### src/pkg/omc_pkg.sv
// Constants, encodings and the state type for the operating mode controller.
// Assumes one clock domain and a byte-wide software register port.
`default_nettype none

package omc_pkg;

  // Register indices on the software port.
  localparam logic [3:0] ADDR_CTRL   = 4'h0;
  localparam logic [3:0] ADDR_STATUS = 4'h1;
  localparam logic [3:0] ADDR_MODE   = 4'h2;

  // Control register fields.
  localparam int CTRL_STOP_EN   = 0;
  localparam int CTRL_PD_SEL    = 1;
  localparam int CTRL_LV_EN     = 2;
  localparam int CTRL_LV_STOP   = 3;
  localparam int CTRL_DBG_EN    = 4;
  localparam int CTRL_RTI_STOP  = 5;
  localparam logic [7:0] CTRL_RESET = 8'h00;

  // Status register fields.
  localparam int STAT_PD_FLAG = 0;
  localparam int STAT_PD_ACK  = 1;

  // Reset vector location, high byte address then low byte address.
  localparam logic [15:0] RESET_VECTOR = 16'hFFFE;

  // Serial link bit time in debug clock cycles.
  localparam int BIT_CYCLES = 16;

  // Debug command classes.
  localparam logic [2:0] CMD_MEM      = 3'h0;
  localparam logic [2:0] CMD_MEM_STAT = 3'h1;
  localparam logic [2:0] CMD_DREG     = 3'h2;
  localparam logic [2:0] CMD_BKGND    = 3'h3;
  localparam logic [2:0] CMD_CPUREG   = 3'h4;
  localparam logic [2:0] CMD_TRACE    = 3'h5;
  localparam logic [2:0] CMD_GO       = 3'h6;

  typedef enum logic [2:0] {
    ST_BOOT  = 3'h0,
    ST_RUN   = 3'h1,
    ST_BKGND = 3'h2,
    ST_WAIT  = 3'h3,
    ST_STOP3 = 3'h4,
    ST_STOP2 = 3'h5
  } omc_state_e;

endpackage

`default_nettype wire

### src/rtl/omc_mode_ctrl.sv
// Operating mode controller: run, background, wait and the two stop modes.
// Assumes CPU events and debug commands arrive as one-cycle strobes synchronous to i_clock.
// Functional notes
// - Mode pin high at reset: run, reset vector
// - Pin low, command, halt, breakpoint: background
// - Non-intrusive commands accepted in run and background
// - Background: CPU suspended; register, trace, resume allowed
// - Wait: CPU clock off, interrupt mask cleared
// - Interrupt ends wait, stacking starts
// - Wait accepts only background and status commands
// - Background command in wait enters background
// - Stop with enable set picks stop mode
// - Stop with enable clear forces illegal opcode reset
// - Partial stop needs select, enable, no detector
// - Detector enabled in stop forces retention stop
// - Partial stop: only RAM powered, wakeup optional
// - Pins latched until acknowledge written with one
// - Partial stop exits: reset, low irq, wakeup
// - Partial stop wake restarts as power-on
// - Wake flag set until acknowledge written
// - Opened latches: port or enabled peripheral drives
// - Retention stop keeps all state and pins
// - Retention stop exits by reset or interrupts
// - Debug enable keeps debug clock, forces retention
// - Stop with debug: background command also wakes
// - Bit time is sixteen debug clocks
//
// Decided for this implementation: strobed register access and the placing of the registers.
`timescale 1ns/1ps
`default_nettype none

module omc_mode_ctrl #(
  parameter int NPINS = 4
) (
  input  wire logic             i_clock,
  input  wire logic             i_rst_b,
  input  wire logic             i_mode_select,
  input  wire logic             i_reset_pin_b,
  input  wire logic             i_irq_pin_b,
  input  wire logic             i_exec_halt,
  input  wire logic             i_exec_wait,
  input  wire logic             i_exec_stop,
  input  wire logic             i_breakpoint,
  input  wire logic             i_irq_req,
  input  wire logic             i_rti_irq,
  input  wire logic             i_lvd_irq,
  input  wire logic             i_adc_irq,
  input  wire logic             i_kbi_irq,
  input  wire logic             i_cmd_valid,
  input  wire logic [2:0]       i_cmd,
  input  wire logic [NPINS-1:0] i_port_out,
  input  wire logic [NPINS-1:0] i_periph_en,
  input  wire logic [NPINS-1:0] i_periph_out,
  input  wire logic [3:0]       i_addr,
  input  wire logic [7:0]       i_wr_data,
  input  wire logic             i_wr,
  input  wire logic             i_rd,
  output logic [7:0]            o_rd_data,
  output logic [2:0]            o_mode,
  output logic                  o_cpu_clk_en,
  output logic                  o_sys_clk_en,
  output logic                  o_dbg_clk_en,
  output logic                  o_reg_full,
  output logic                  o_core_power,
  output logic                  o_rti_run,
  output logic                  o_vector_fetch,
  output logic [15:0]           o_vector_addr,
  output logic                  o_illegal_reset,
  output logic                  o_por_restart,
  output logic                  o_clear_imask,
  output logic                  o_irq_stack,
  output logic                  o_trace_step,
  output logic                  o_cmd_ack,
  output logic                  o_cmd_err,
  output logic                  o_cmd_refused,
  output logic                  o_pin_hold,
  output logic [NPINS-1:0]      o_pin_out,
  output logic                  o_bit_tick
);

  omc_pkg::omc_state_e state_r;
  omc_pkg::omc_state_e state_nxt;
  logic [7:0]          ctrl_r;
  logic                pd_flag_r;
  logic                dbg_keep_r;
  logic                stop_kind_stop3;
  logic                cmd_ok;
  logic                cmd_status_err;
  logic                ack_write;
  logic                stop2_wake;
  logic                stop3_irq;
  logic                restart;
  logic [3:0]          bit_cnt_r;

  assign ack_write  = i_wr && (i_addr == omc_pkg::ADDR_STATUS) && i_wr_data[omc_pkg::STAT_PD_ACK];
  // The irq pin is taken as active low here whatever it was set up as before.
  assign stop2_wake = !i_reset_pin_b || !i_irq_pin_b
                      || (i_rti_irq && ctrl_r[omc_pkg::CTRL_RTI_STOP]);
  assign stop3_irq  = i_rti_irq || i_lvd_irq || i_adc_irq || !i_irq_pin_b || i_kbi_irq;
  // Retention stop wins whenever the detector or the debug logic must stay alive.
  assign stop_kind_stop3 = !ctrl_r[omc_pkg::CTRL_PD_SEL]
                           || (ctrl_r[omc_pkg::CTRL_LV_EN] && ctrl_r[omc_pkg::CTRL_LV_STOP])
                           || ctrl_r[omc_pkg::CTRL_DBG_EN];
  always_comb
  begin
    cmd_ok         = 1'b0;
    cmd_status_err = 1'b0;
    case (state_r)
      omc_pkg::ST_RUN:   cmd_ok = (i_cmd <= omc_pkg::CMD_BKGND);
      omc_pkg::ST_BKGND: cmd_ok = (i_cmd <= omc_pkg::CMD_GO);
      omc_pkg::ST_WAIT:
      begin
        cmd_ok         = (i_cmd == omc_pkg::CMD_BKGND) || (i_cmd == omc_pkg::CMD_MEM_STAT);
        cmd_status_err = (i_cmd == omc_pkg::CMD_MEM_STAT);
      end
      omc_pkg::ST_STOP3:
      begin
        cmd_ok         = dbg_keep_r && ((i_cmd == omc_pkg::CMD_BKGND)
                                        || (i_cmd == omc_pkg::CMD_MEM_STAT));
        cmd_status_err = dbg_keep_r && (i_cmd == omc_pkg::CMD_MEM_STAT);
      end
      default:           cmd_ok = 1'b0;
    endcase
  end
  always_comb
  begin
    state_nxt = state_r;
    restart   = 1'b0;
    case (state_r)
      omc_pkg::ST_BOOT:
        state_nxt = i_mode_select ? omc_pkg::ST_RUN : omc_pkg::ST_BKGND;
      omc_pkg::ST_RUN:
      begin
        if ((i_cmd_valid && i_cmd == omc_pkg::CMD_BKGND) || i_exec_halt || i_breakpoint)
          state_nxt = omc_pkg::ST_BKGND;
        else if (i_exec_wait)
          state_nxt = omc_pkg::ST_WAIT;
        else if (i_exec_stop && !ctrl_r[omc_pkg::CTRL_STOP_EN])
        begin
          state_nxt = omc_pkg::ST_BOOT;
          restart   = 1'b1;
        end
        else if (i_exec_stop)
          state_nxt = stop_kind_stop3 ? omc_pkg::ST_STOP3 : omc_pkg::ST_STOP2;
      end
      omc_pkg::ST_BKGND:
        if (i_cmd_valid && i_cmd == omc_pkg::CMD_GO)
          state_nxt = omc_pkg::ST_RUN;
      omc_pkg::ST_WAIT:
        if (i_cmd_valid && i_cmd == omc_pkg::CMD_BKGND)
          state_nxt = omc_pkg::ST_BKGND;
        else if (i_irq_req)
          state_nxt = omc_pkg::ST_RUN;
      omc_pkg::ST_STOP3:
        if (!i_reset_pin_b)
        begin
          state_nxt = omc_pkg::ST_BOOT;
          restart   = 1'b1;
        end
        else if (dbg_keep_r && i_cmd_valid && i_cmd == omc_pkg::CMD_BKGND)
          state_nxt = omc_pkg::ST_BKGND;
        else if (stop3_irq)
          state_nxt = omc_pkg::ST_RUN;
      omc_pkg::ST_STOP2:
        if (stop2_wake)
        begin
          state_nxt = omc_pkg::ST_BOOT;
          restart   = 1'b1;
        end
      default:
        state_nxt = omc_pkg::ST_BOOT;
    endcase
  end
  // Leaving reset goes through the boot state so that the mode pin is sampled on a clock edge.
  always_ff @(posedge i_clock or negedge i_rst_b)
  begin
    if (!i_rst_b)
      state_r <= omc_pkg::ST_BOOT;
    else
      state_r <= state_nxt;
  end
  // Debug clocking is decided at stop entry, not followed live during the stop.
  always_ff @(posedge i_clock or negedge i_rst_b)
  begin
    if (!i_rst_b)
      dbg_keep_r <= 1'b0;
    else if (state_r == omc_pkg::ST_RUN && state_nxt == omc_pkg::ST_STOP3)
      dbg_keep_r <= ctrl_r[omc_pkg::CTRL_DBG_EN];
    else if (state_nxt != omc_pkg::ST_STOP3)
      dbg_keep_r <= 1'b0;
  end
  // Control bits return to defaults on any restart, like the rest of the peripherals.
  always_ff @(posedge i_clock or negedge i_rst_b)
  begin
    if (!i_rst_b)
      ctrl_r <= omc_pkg::CTRL_RESET;
    else if (restart)
      ctrl_r <= omc_pkg::CTRL_RESET;
    else if (i_wr && i_addr == omc_pkg::ADDR_CTRL)
      ctrl_r <= i_wr_data;
  end
  // A wake in the same cycle as the acknowledge keeps the flag set.
  always_ff @(posedge i_clock or negedge i_rst_b)
  begin
    if (!i_rst_b)
      pd_flag_r <= 1'b0;
    else if (state_r == omc_pkg::ST_STOP2 && stop2_wake)
      pd_flag_r <= 1'b1;
    else if (ack_write)
      pd_flag_r <= 1'b0;
  end

  always_ff @(posedge i_clock or negedge i_rst_b)
  begin
    if (!i_rst_b)
      o_rd_data <= 8'h00;
    else if (i_rd)
      case (i_addr)
        omc_pkg::ADDR_CTRL:   o_rd_data <= ctrl_r;
        omc_pkg::ADDR_STATUS: o_rd_data <= {7'h00, pd_flag_r};
        omc_pkg::ADDR_MODE:   o_rd_data <= {5'h00, state_r};
        default:              o_rd_data <= 8'h00;
      endcase
    else
      o_rd_data <= 8'h00;
  end
  always_ff @(posedge i_clock or negedge i_rst_b)
  begin
    if (!i_rst_b)
    begin
      o_mode       <= omc_pkg::ST_BOOT;
      o_cpu_clk_en <= 1'b0;
      o_sys_clk_en <= 1'b0;
      o_dbg_clk_en <= 1'b1;
      o_reg_full   <= 1'b1;
      o_core_power <= 1'b1;
      o_rti_run    <= 1'b0;
    end
    else
    begin
      o_mode       <= state_nxt;
      o_cpu_clk_en <= (state_nxt == omc_pkg::ST_RUN);
      o_sys_clk_en <= (state_nxt != omc_pkg::ST_STOP2) && (state_nxt != omc_pkg::ST_STOP3);
      o_dbg_clk_en <= (state_nxt != omc_pkg::ST_STOP2)
                      && ((state_nxt != omc_pkg::ST_STOP3)
                          || (state_r == omc_pkg::ST_RUN ? ctrl_r[omc_pkg::CTRL_DBG_EN]
                                                         : dbg_keep_r));
      o_reg_full   <= (state_nxt != omc_pkg::ST_STOP2)
                      && ((state_nxt != omc_pkg::ST_STOP3)
                          || (state_r == omc_pkg::ST_RUN ? ctrl_r[omc_pkg::CTRL_DBG_EN]
                                                         : dbg_keep_r));
      o_core_power <= (state_nxt != omc_pkg::ST_STOP2);
      o_rti_run    <= ctrl_r[omc_pkg::CTRL_RTI_STOP]
                      || (state_nxt != omc_pkg::ST_STOP2 && state_nxt != omc_pkg::ST_STOP3);
    end
  end
  always_ff @(posedge i_clock or negedge i_rst_b)
  begin
    if (!i_rst_b)
    begin
      o_vector_fetch  <= 1'b0;
      o_vector_addr   <= 16'h0000;
      o_illegal_reset <= 1'b0;
      o_por_restart   <= 1'b0;
      o_clear_imask   <= 1'b0;
      o_irq_stack     <= 1'b0;
      o_trace_step    <= 1'b0;
    end
    else
    begin
      o_vector_fetch  <= (state_r == omc_pkg::ST_BOOT) && i_mode_select;
      o_vector_addr   <= omc_pkg::RESET_VECTOR;
      o_illegal_reset <= (state_r == omc_pkg::ST_RUN) && i_exec_stop && !i_exec_wait
                         && !ctrl_r[omc_pkg::CTRL_STOP_EN] && (state_nxt == omc_pkg::ST_BOOT);
      o_por_restart   <= (state_r == omc_pkg::ST_STOP2) && stop2_wake;
      o_clear_imask   <= (state_r == omc_pkg::ST_RUN) && (state_nxt == omc_pkg::ST_WAIT);
      o_irq_stack     <= ((state_r == omc_pkg::ST_WAIT) || (state_r == omc_pkg::ST_STOP3))
                         && (state_nxt == omc_pkg::ST_RUN);
      o_trace_step    <= (state_r == omc_pkg::ST_BKGND) && i_cmd_valid
                         && (i_cmd == omc_pkg::CMD_TRACE);
    end
  end
  // Command answers; commands in stop2 or in stop3 without debug clock are answered with o_cmd_refused.
  always_ff @(posedge i_clock or negedge i_rst_b)
  begin
    if (!i_rst_b)
    begin
      o_cmd_ack     <= 1'b0;
      o_cmd_err     <= 1'b0;
      o_cmd_refused <= 1'b0;
    end
    else
    begin
      o_cmd_ack     <= i_cmd_valid && cmd_ok && !cmd_status_err;
      o_cmd_err     <= i_cmd_valid && cmd_ok && cmd_status_err;
      o_cmd_refused <= i_cmd_valid && !cmd_ok;
    end
  end
  // Pins latch on any stop entry; stop3 opens them on exit, stop2 only on acknowledge.
  always_ff @(posedge i_clock or negedge i_rst_b)
  begin
    if (!i_rst_b)
      o_pin_hold <= 1'b0;
    else if (state_r == omc_pkg::ST_RUN
             && (state_nxt == omc_pkg::ST_STOP2 || state_nxt == omc_pkg::ST_STOP3))
      o_pin_hold <= 1'b1;
    else if (state_r == omc_pkg::ST_STOP3 && state_nxt != omc_pkg::ST_STOP3)
      o_pin_hold <= 1'b0;
    else if (ack_write && state_r != omc_pkg::ST_STOP2 && state_r != omc_pkg::ST_STOP3)
      o_pin_hold <= 1'b0;
  end
  genvar g;
  generate
    for (g = 0; g < NPINS; g++)
    begin : g_pin
      always_ff @(posedge i_clock or negedge i_rst_b)
      begin
        if (!i_rst_b)
          o_pin_out[g] <= 1'b0;
        else if (!o_pin_hold)
          o_pin_out[g] <= i_periph_en[g] ? i_periph_out[g] : i_port_out[g];
      end
    end
  endgenerate
  // Free-running bit timer; the link samples one bit per tick.
  always_ff @(posedge i_clock or negedge i_rst_b)
  begin
    if (!i_rst_b)
    begin
      bit_cnt_r  <= 4'h0;
      o_bit_tick <= 1'b0;
    end
    else
    begin
      bit_cnt_r  <= bit_cnt_r + 4'h1;
      o_bit_tick <= (bit_cnt_r == 4'(omc_pkg::BIT_CYCLES - 1));
    end
  end
endmodule // omc_mode_ctrl

`default_nettype wire

### config.mk
export PLATFORM = sky130hd
export DESIGN_NAME = omc_mode_ctrl
export DESIGN_NICKNAME = d
export VERILOG_FILES = /design/src/pkg/omc_pkg.sv /design/src/rtl/omc_mode_ctrl.sv
export SDC_FILE = /design/constraint.sdc
export NUM_CORES = 1
export LEC_CHECK = 0
export BUFFER_PORTS_ARGS = -buffer_cell sky130_fd_sc_hd__buf_2
export CAP_MARGIN = 20
export CORE_ASPECT_RATIO = 0.7
export CORE_MARGIN = 4
export CORE_UTILIZATION = 40
export CTS_BUF_LIST = sky130_fd_sc_hd__clkbuf_8 sky130_fd_sc_hd__clkbuf_16
export CTS_CLUSTER_DIAMETER = 50
export DETAILED_ROUTE_END_ITERATION = 8
export PLACE_DENSITY = 0.68
export SLEW_MARGIN = 40
export SYNTH_ARGS = -nofsm -noshare
export SYNTH_HDL_FRONTEND = slang
export SYNTH_SLANG_ARGS = --single-unit
### constraint.sdc
create_clock -name i_clock -period 3.8 [get_ports i_clock]
set_input_delay 0 -clock i_clock [delete_from_list [all_inputs] [get_ports i_clock]]
set_output_delay 0 -clock i_clock [all_outputs]
set_load 0.01 [all_outputs]
==> results.sh, run 1 <==
export IMPL_outcome="completed"
export IMPL_crit_chain="nor3b_1 > a22o_1 > nand3b_1 > nor3b_1 > dlygate4sd3_1"
export IMPL_synth_seq_cells=46
export IMPL_ys_flop_type="dfrtp_1"
export IMPL_synth_top_area_frac=0.494
export IMPL_vias=1806
export IMPL_clock_latency_ps=300
export IMPL_synth_edf_count=0
export IMPL_slew_viol_final=0
export IMPL_ant_nets=0
export IMPL_final_area_sq_um=2840
export IMPL_whs_ps=4.62
export IMPL_grt_max_degree=47
export IMPL_synth_most_common_cell="dfrtp_1"
export IMPL_dr_pass1_iters=4
export IMPL_fin_ws_ps=1420
export IMPL_area_delta_synth_final_pct=27.3
export IMPL_cts_resized_gates=0
export IMPL_wl_mm=5.20
export IMPL_max_slew_worst_pin_slew_ps=600
export IMPL_initial_utilization=0.420
export IMPL_first_global_vias=1689
export IMPL_cts_root_buf="clkbuf_8"
export IMPL_fin_crit_sh=0.625
export IMPL_synth_avg_cell_area_sq_um=11.0
export IMPL_p_comb_frac=0.271
export IMPL_synthTopCellsByArea="dfrtp_1 (49%), mux2i_1 (7.2%), buf_4 (5.7%)"
export IMPL_grt_first_pass_wirelength_mm=8.47
export IMPL_pre_cts_slack_ps=1630
export IMPL_drt_iter0_drc=86
export IMPL_hold_viol=0
export IMPL_p_sw_mw=0.438
export IMPL_max_clock_freq_ghz=0.421
export IMPL_fin_util=0.534
export IMPL_place_congestion=0.818
export IMPL_skew_ps=6.46
export IMPL_multi_input_area_sq_um=886
export IMPL_switching_share=0.335
export IMPL_syn_num_nets=248
export IMPL_yosys_area_top_type="dfrtp_1"
export IMPL_drc_errors=0
export IMPL_hold_path_class="input port to register"
export IMPL_clkPwrFrac=0.221
export IMPL_drive_above_1_share=0.379
export IMPL_crit_fanout=17
export IMPL_cpMostUsedCell="nor3b_1"
export IMPL_p_int_mw=0.871
export IMPL_critPathKind="register to register"
export IMPL_synth_commonest_cells="dfrtp_1 (44), buf_4 (17), mux2i_1 (16), nor2_1 (16), nand2_1 (10)"
export IMPL_htreeDepth=2
export IMPL_final_cells=365
export IMPL_critPathSlowestCell="nor3b_1"
export IMPL_power_density_nw_per_um2=461
export IMPL_ys_types=58
export IMPL_synthArstFlopShare=1.00
export IMPL_die_area_sq_um=6850
export IMPL_power_leakage_nw=1.45
export IMPL_numCtsBuffers=5
export IMPL_rows=22
export IMPL_critPathMaxStageDelay_ps=600
export IMPL_synth_seq_area_share=0.517
export IMPL_cts_sinks=46
export IMPL_dp_hpwl_mm=3.81
export IMPL_io_pins=92
export IMPL_via_per_inst=4.95
export IMPL_dp_cells=342
export IMPL_diodes=0
export IMPL_slew_headroom=0.599
export IMPL_fill_cells=490
export IMPL_io_buffer_count=90
export IMPL_crit_required_ps=4040
export IMPL_syn_inst=203
export IMPL_grt_usage=0.155
export IMPL_rsz0062_at_grt="false"
export IMPL_antenna_found_initial=0
export IMPL_routedWlPerCell_um=14.2
export IMPL_dieHeight_um=70.5
export IMPL_seqPwrFrac=0.508
export IMPL_tns_ps=0
export IMPL_die_width_um=97.3
export IMPL_postPlaceCellArea_sq_um=2610
export IMPL_ir_worst_vdd_uv=219
export IMPL_coreArea_sq_um=5310
export IMPL_clk_pin_slew_worst_paths_ps=90
export IMPL_startpoint_type="register"
export IMPL_worstPathArrival_ps=2620
export IMPL_clock_path_buffers=2
export IMPL_setup_viol=0
export IMPL_netlist_area_sq_um=2230
export IMPL_nNetsFinal=337
export IMPL_grt_ovfl_total=0
export IMPL_period_minus_slack_ps=2380
export IMPL_regArea_sq_um=1150
export IMPL_yosys_warnings=0
export IMPL_maxCapViolations=0
export IMPL_cts_tree="yes"
export IMPL_total_power_mw=1.31
export IMPL_worstSetupEndpointType="register"
## path summary, 6_finish.rpt
path / startpoint / to / slack [ps] / depth (start not counted)
worst max-delay path: o_mode[0]$_DFF_PN0_ / o_cmd_err$_DFF_PN0_ / 1420 / 5
worst min-delay path: i_periph_out[3] / o_pin_out[3]$_DFFE_PN0N_ / 5 / 3
worst max register to register: o_mode[0]$_DFF_PN0_ / o_cmd_err$_DFF_PN0_ / 1420 / 5
worst min register to register: bit_cnt_r[0]$_DFF_PN0_ / bit_cnt_r[0]$_DFF_PN0_ / 460 / 1
max in group asynchronous: i_rst_b / o_pin_out[0]$_DFFE_PN0N_ / 3170 / 2
min in group asynchronous: i_rst_b / o_cmd_ack$_DFF_PN0_ / 230 / 2
## layout make-up
cell class	count	area share
sequential	46	0.406
multi-input combinational	128	0.312
timing repair buffer	105	0.212
tap	72	0.0317
clock buffer	5	0.0242
inverter	6	0.00793
clock inverter	3	0.00529
## power groups by stage
stage	clock network, mW	registers (mW)	logic [mW]
2_1_floorplan	0	0.652	0.245
5_1_grt	0.319	0.686	0.393
6_report	0.290	0.665	0.354
4_1_cts	0.299	0.665	0.356
3_3_place_gp	0	0.671	0.339
3_5_place_dp	0	0.675	0.343
## sequential cells by signal, summed over array words and instances (netlist names), 3 cells and up
| name | cells |
|---|---|
| bit_cnt_r | 4 |
| o_rd_data | 8 |
| o_pin_out | 4 |
| ctrl_r | 8 |
| o_mode | 3 |
## cell families after synthesis
group | share of synthesized area
AOI/OAI and AO/OA | 0.0965
and+or+nand+nor | 0.208
other | 0.00337
buffers and inverters | 0.0858
muxes | 0.0718
adders and majority gates | 0.00561
DFF | 0.517
xor gates and xnor gates | 0.0118
## worst max-delay path: cells and delay by family, from the launching register on
family | cells | cell delay [ps]
flip-flops | 1 | 590
AND/OR/NAND/NOR | 3 | 930
buffers and inverters | 1 | 560
AO/OA/AOI/OAI | 1 | 240
## repair_timing
| action | in CTS | in global routing |
|---|---|---|
| endpoints found under the hold margin | 57 | 0 |
| buffers inserted | 0 | 0 |
| hold buffers | 15 | 0 |
## cell usage in the layout (no fill, tap or decap), types with 2 or more instances in the layout
cell type	count
dfrtp_1	44
nand3b_1	5
nor4_1	2
nor3b_1	4
and3_1	6
nand2_1	10
dlygate4sd3_1	15
nor2_1	16
o21ai_0	7
nor4b_1	2
o31ai_1	2
inv_1	8
and2_1	7
xnor2_1	2
dfstp_2	2
mux2i_1	16
a21oi_1	3
conb_1	2
clkbuf_8	5
a22o_1	2
or2b_2	3
nor3_1	3
nor2b_1	4
buf_2	89
nand3_1	2
## routing by layer
layer  GRT usage  up-vias  share of wire
li1            -      875              -
met1       0.215      842           0.46
met2       0.225       84           0.44
met3      0.0559        5          0.096
met4      0.0507        0         0.0077
met5           0        -              0
No activity file was read; power rests on OpenSTA's default activity.
==> run 2, diff against run 1 <==
==> constraint.sdc (replaced) <==
create_clock -name i_clock -period 2.2 [get_ports i_clock]
set_input_delay 0 -clock i_clock [delete_from_list [all_inputs] [get_ports i_clock]]
set_output_delay 0 -clock i_clock [all_outputs]
set_load 0.01 [all_outputs]
==> run 2 against run 1 <==
Register-to-register slack worse by 1200 ps. Sequential share of layout area is 0.44 points lower. Cell count increased by 0.55%. Worst setup slack lost 1300 ps. Highest routed layer unchanged.
==> results.sh, run 2 (same netlist as run 1, synthesis figures left out) <==
export IMPL_reg_largest_list="ctrl_r x8, o_rd_data x8"
export IMPL_die_area_sq_um=6850
export IMPL_nNetsFinal=339
export IMPL_skew_ps=8.66
export IMPL_initial_utilization=0.420
export IMPL_dp_hpwl_mm=4.04
export IMPL_io_buffer_count=90
export IMPL_grt_first_pass_wirelength_mm=8.47
export IMPL_postPlaceCellArea_sq_um=2640
export IMPL_critPathKind="input port to register"
export IMPL_area_delta_synth_final_pct=28.7
export IMPL_slew_headroom=0.662
export IMPL_first_global_vias=1742
export IMPL_ant_nets=0
export IMPL_vias=1836
export IMPL_crit_fanout=7
export IMPL_clock_latency_ps=290
export IMPL_fill_cells=465
export IMPL_startpoint_type="input port"
export IMPL_cts_root_buf="clkbuf_8"
export IMPL_io_pins=92
export IMPL_fin_crit_sh=0.923
export IMPL_max_slew_worst_pin_slew_ps=507
export IMPL_clock_path_buffers=2
export IMPL_cts_sinks=46
export IMPL_dieHeight_um=70.5
export IMPL_worstPathArrival_ps=2260
export IMPL_dr_pass1_iters=4
export IMPL_final_cell_mix="buf_2 (90), dfrtp_1 (44), nor2_1 (16), mux2i_1 (16), dlygate4sd3_1 (12)"
export IMPL_cts_tree="yes"
export IMPL_place_congestion=0.884
export IMPL_antenna_found_initial=0
export IMPL_multi_input_area_sq_um=886
export IMPL_rows=22
export IMPL_layout_commonest_cell="buf_2"
export IMPL_wl_mm=5.22
export IMPL_diodes=0
export IMPL_power_leakage_nw=1.47
export IMPL_tns_ps=0
export IMPL_clk_pin_slew_worst_paths_ps=90
export IMPL_numCtsBuffers=5
export IMPL_coreArea_sq_um=5310
export IMPL_regArea_sq_um=1150
export IMPL_period_minus_slack_ps=2030
export IMPL_hold_path_class="input port to register"
export IMPL_final_area_sq_um=2870
export IMPL_whs_ps=2.40
export IMPL_max_clock_freq_ghz=0.492
export IMPL_grt_max_degree=35
export IMPL_hold_viol=0
export IMPL_drive_above_1_share=0.397
export IMPL_via_per_inst=5.00
export IMPL_drt_iter0_drc=81
export IMPL_maxCapViolations=0
export IMPL_outcome="completed"
export IMPL_crit_required_ps=2430
export IMPL_slew_viol_final=0
export IMPL_setup_viol=0
export IMPL_ir_worst_vdd_uv=430
export IMPL_drc_errors=0
export IMPL_routedWlPerCell_um=14.2
export IMPL_power_density_nw_per_um2=840
export IMPL_grt_usage=0.151
export IMPL_grt_ovfl_total=0
export IMPL_htreeDepth=2
export IMPL_rsz0062_at_grt="false"
export IMPL_die_width_um=97.3
export IMPL_worstSetupEndpointType="register"
-- run 2: routing by layer --
metal,share of wire,wire length (um),track usage
met2,0.42,2220,0.220
met4,0.0059,31,0.0323
met3,0.11,559,0.0529
met1,0.46,2420,0.218
met5,0,0,0
-- run 2: where the power goes --
| part | internal [mW] | total (mW) | switching (mW) |
|---|---|---|---|
| logic | 0.320 | 0.676 | 0.357 |
| clock network | 0.334 | 0.611 | 0.277 |
| registers | 0.988 | 1.12 | 0.136 |
| total | 1.64 | 2.41 | 0.770 |
-- run 2: critical path, stage by stage --
cell and delay, ps:
dlygate4sd3_1 520, buf_2 150, and4b_1 380, a21oi_2 120, a221o_1 320, or3_4 420
o311a_1 350
-- run 2: what timing repair did --
item                                   in CTS  in global routing
hold buffers                               12                  0
endpoints found under the hold margin      23                  0
setup endpoints to repair                   0                  0
gates resized for setup                     0                  0
buffers inserted                            0                  0
-- run 2: final timing paths --
check | cells past startpoint | slack, ps | start | endpoint
min reg2reg | 1 | 450 | bit_cnt_r[0]$_DFF_PN0_ | bit_cnt_r[0]$_DFF_PN0_
min in group asynchronous | 2 | 110 | i_rst_b | o_pin_out[0]$_DFFE_PN0N_
max in group asynchronous | 3 | 1350 | i_rst_b | o_core_power$_DFF_PN1_
max reg2reg | 5 | 190 | o_mode[2]$_DFF_PN0_ | o_cpu_clk_en$_DFF_PN0_
max | 7 | 170 | i_cmd[1] | o_reg_full$_DFF_PN1_
min | 3 | 2 | i_port_out[3] | o_pin_out[3]$_DFFE_PN0N_
-- run 2: through the flow --
stage               instances  utilization  total power [mW]  setup WS (ps)
floorplan                 203            -              1.55            328
global placement          347        0.497              1.79            272
detailed placement        347        0.497              1.80            227
CTS                       367        0.540              2.43            206
global route              367        0.540              2.56           51.5
finish                    367        0.540              2.41            169
-- run 2: area by class of cell --
class	count	share of cell area
inverters	6	0.00785
flip-flops and latches	46	0.402
well taps	72	0.0314
multi-input cells	128	0.309
repair buffers	107	0.212
clock inverters	3	0.0144
clock buffers	5	0.0240
==> run 3, diff against run 2 <==
--- a/config.mk
+++ b/config.mk
@@ -7,13 +7,13 @@
 export LEC_CHECK = 0
 export BUFFER_PORTS_ARGS = -buffer_cell sky130_fd_sc_hd__buf_2
 export CAP_MARGIN = 20
-export CORE_ASPECT_RATIO = 0.7
+export CORE_ASPECT_RATIO = 0.6
 export CORE_MARGIN = 4
 export CORE_UTILIZATION = 40
 export CTS_BUF_LIST = sky130_fd_sc_hd__clkbuf_8 sky130_fd_sc_hd__clkbuf_16
 export CTS_CLUSTER_DIAMETER = 50
 export DETAILED_ROUTE_END_ITERATION = 8
-export PLACE_DENSITY = 0.68
+export PLACE_DENSITY = 0.8
 export SLEW_MARGIN = 40
 export SYNTH_ARGS = -nofsm -noshare
 export SYNTH_HDL_FRONTEND = slang
==> run 3 against run 2 <==
Power rose by 0.52%. Sequential share of layout area fell by 0.14 points. Clock-buffer cell count did not move. Routed wire length rose by 6.2%. Design area rose by 0.35%. Critical path depth fell by 2. Combinational power rose by 3%. Global-route usage rose by 1.5 points. Clock power barely moved. Sequential power barely moved. First-iteration DRC count rose by 56%. Sequential cell count did not move. Largest power group unchanged.
==> results.sh, run 3 (same netlist as run 1, synthesis figures left out) <==
export IMPL_outcome="completed"
export IMPL_rows=20
export IMPL_maxCapViolations=0
export IMPL_reg_largest_list="ctrl_r x8, o_rd_data x8"
export IMPL_htreeDepth=2
export IMPL_skew_ps=7.83
export IMPL_die_width_um=104
export IMPL_vias=1875
export IMPL_dr_pass1_iters=4
export IMPL_wl_mm=5.55
export IMPL_cts_sinks=46
export IMPL_nNetsFinal=341
export IMPL_drive_above_1_share=0.397
export IMPL_setup_viol=0
export IMPL_grt_ovfl_total=0
export IMPL_crit_chain="or4bb_2 > a21oi_2 > a221o_1 > or3_4 > nor4b_1"
export IMPL_crit_fanout=9
export IMPL_dp_hpwl_mm=4.33
export IMPL_coreArea_sq_um=5230
export IMPL_worstPathArrival_ps=2260
export IMPL_grt_first_pass_wirelength_mm=8.99
export IMPL_drc_errors=0
export IMPL_hold_path_class="input port to register"
export IMPL_dieHeight_um=65.8
export IMPL_hold_viol=0
export IMPL_via_per_inst=5.17
export IMPL_slew_headroom=0.655
export IMPL_cts_tree="yes"
export IMPL_startpoint_type="register"
export IMPL_pre_cts_slack_ps=167
export IMPL_layout_commonest_cell="buf_2"
export IMPL_antenna_found_initial=0
export IMPL_period_minus_slack_ps=2090
export IMPL_routedWlPerCell_um=15.3
export IMPL_clock_latency_ps=300
export IMPL_power_leakage_nw=1.47
export IMPL_ir_worst_vdd_uv=420
export IMPL_fin_ws_ps=108
export IMPL_first_global_vias=1805
export IMPL_critPathSlowestCell="or4bb_2"
export IMPL_clock_path_buffers=2
export IMPL_cts_root_buf="clkbuf_8"
export IMPL_initial_utilization=0.427
export IMPL_fin_crit_sh=0.951
export IMPL_slew_viol_final=0
export IMPL_numCtsBuffers=5
export IMPL_place_congestion=0.925
export IMPL_die_area_sq_um=6870
export IMPL_max_slew_worst_pin_slew_ps=518
export IMPL_rsz0062_at_grt="false"
export IMPL_max_clock_freq_ghz=0.478
export IMPL_drt_iter0_drc=126
export IMPL_tns_ps=0
export IMPL_power_density_nw_per_um2=842
export IMPL_io_pins=92
export IMPL_grt_usage=0.167
export IMPL_io_buffer_count=90
export IMPL_clk_pin_slew_worst_paths_ps=80
export IMPL_final_cell_mix="buf_2 (90), dfrtp_1 (44), nor2_1 (16), mux2i_1 (16), dlygate4sd3_1 (13)"
export IMPL_area_delta_synth_final_pct=29.1
export IMPL_crit_required_ps=2370
export IMPL_critPathKind="register to register"
export IMPL_critPathMaxStageDelay_ps=670
export IMPL_ant_nets=0
export IMPL_diodes=0
export IMPL_grt_max_degree=28
export IMPL_worstSetupEndpointType="register"
==> run 3: cell count changes in the layout (fill, tap and decap cells not counted) <==
cell / change
dlygate4sd3_1: +1
buf_4: +1
==> run 3: timing repair <==
action | 4_1_cts | 5_1_grt
buffers inserted | 0 | 0
endpoints found under the hold margin | 57 | 0
hold buffers | 13 | 0
resized for setup | 0 | 0
==> run 3: area by class of cell <==
cell class	instances	area, sq um
Fill cell	446	2350
Clock buffer	5	68.8
Multi-Input combinational cell	128	886
Sequential cell	46	1150
Inverter	6	22.5
Timing Repair Buffer	109	626
Clock inverter	3	41.3
Tap cell	66	82.6
==> run 3: per-layer routing <==
layer | vias up | routed length, um | track usage
li1 | 879 | - | -
met3 | 5 | 496 | 0.0478
met2 | 92 | 2360 | 0.262
met1 | 899 | 2660 | 0.229
met4 | 0 | 34 | 0.0431
met5 | - | 0 | 0
==> run 3: power by group <==
group | internal, mW | leakage, nW | switching, mW | total (mW)
sequential | 0.988 | 0.588 | 0.129 | 1.12
clock | 0.334 | 0.0556 | 0.278 | 0.612
combinational | 0.323 | 0.830 | 0.373 | 0.695
==> run 3: final timing paths <==
kind                                           to  slack, ps                   start  depth (start not counted)
max in group asynchronous    o_reg_full$_DFF_PN1_       1660                 i_rst_b                          3
setup reg to reg            o_irq_stack$_DFF_PN0_        110     o_mode[1]$_DFF_PN0_                          5
hold / removal              ctrl_r[1]$_DFFE_PN0P_         20            i_wr_data[1]                          3
hold reg to reg            bit_cnt_r[0]$_DFF_PN0_        450  bit_cnt_r[0]$_DFF_PN0_                          1
setup / recovery            o_irq_stack$_DFF_PN0_        110     o_mode[1]$_DFF_PN0_                          5
min in group asynchronous   ctrl_r[5]$_DFFE_PN0P_        190                 i_rst_b                          3
==> run 3: critical path: cells and delay by family (launching register included) <==
family | cells | cell delay [ps]
AOI/OAI and AO/OA | 2 | 360
DFF | 1 | 470
and+or+nand+nor | 3 | 1130
==> run 3: through the flow <==
step | instances | cell area [sq um] | hold slack [ps] | util | total power [mW]
after CTS | 363 | 2880 | 2.62 | 0.551 | 2.44
after global routing | 363 | 2880 | 4.42 | 0.551 | 2.58
after detailed placement | 342 | 2640 | -5.36 | 0.505 | 1.80
after floorplan | 203 | 2230 | -296 | - | 1.55
final | 363 | 2880 | 19.6 | 0.551 | 2.42
after global placement | 342 | 2640 | -2.34 | 0.505 | 1.78
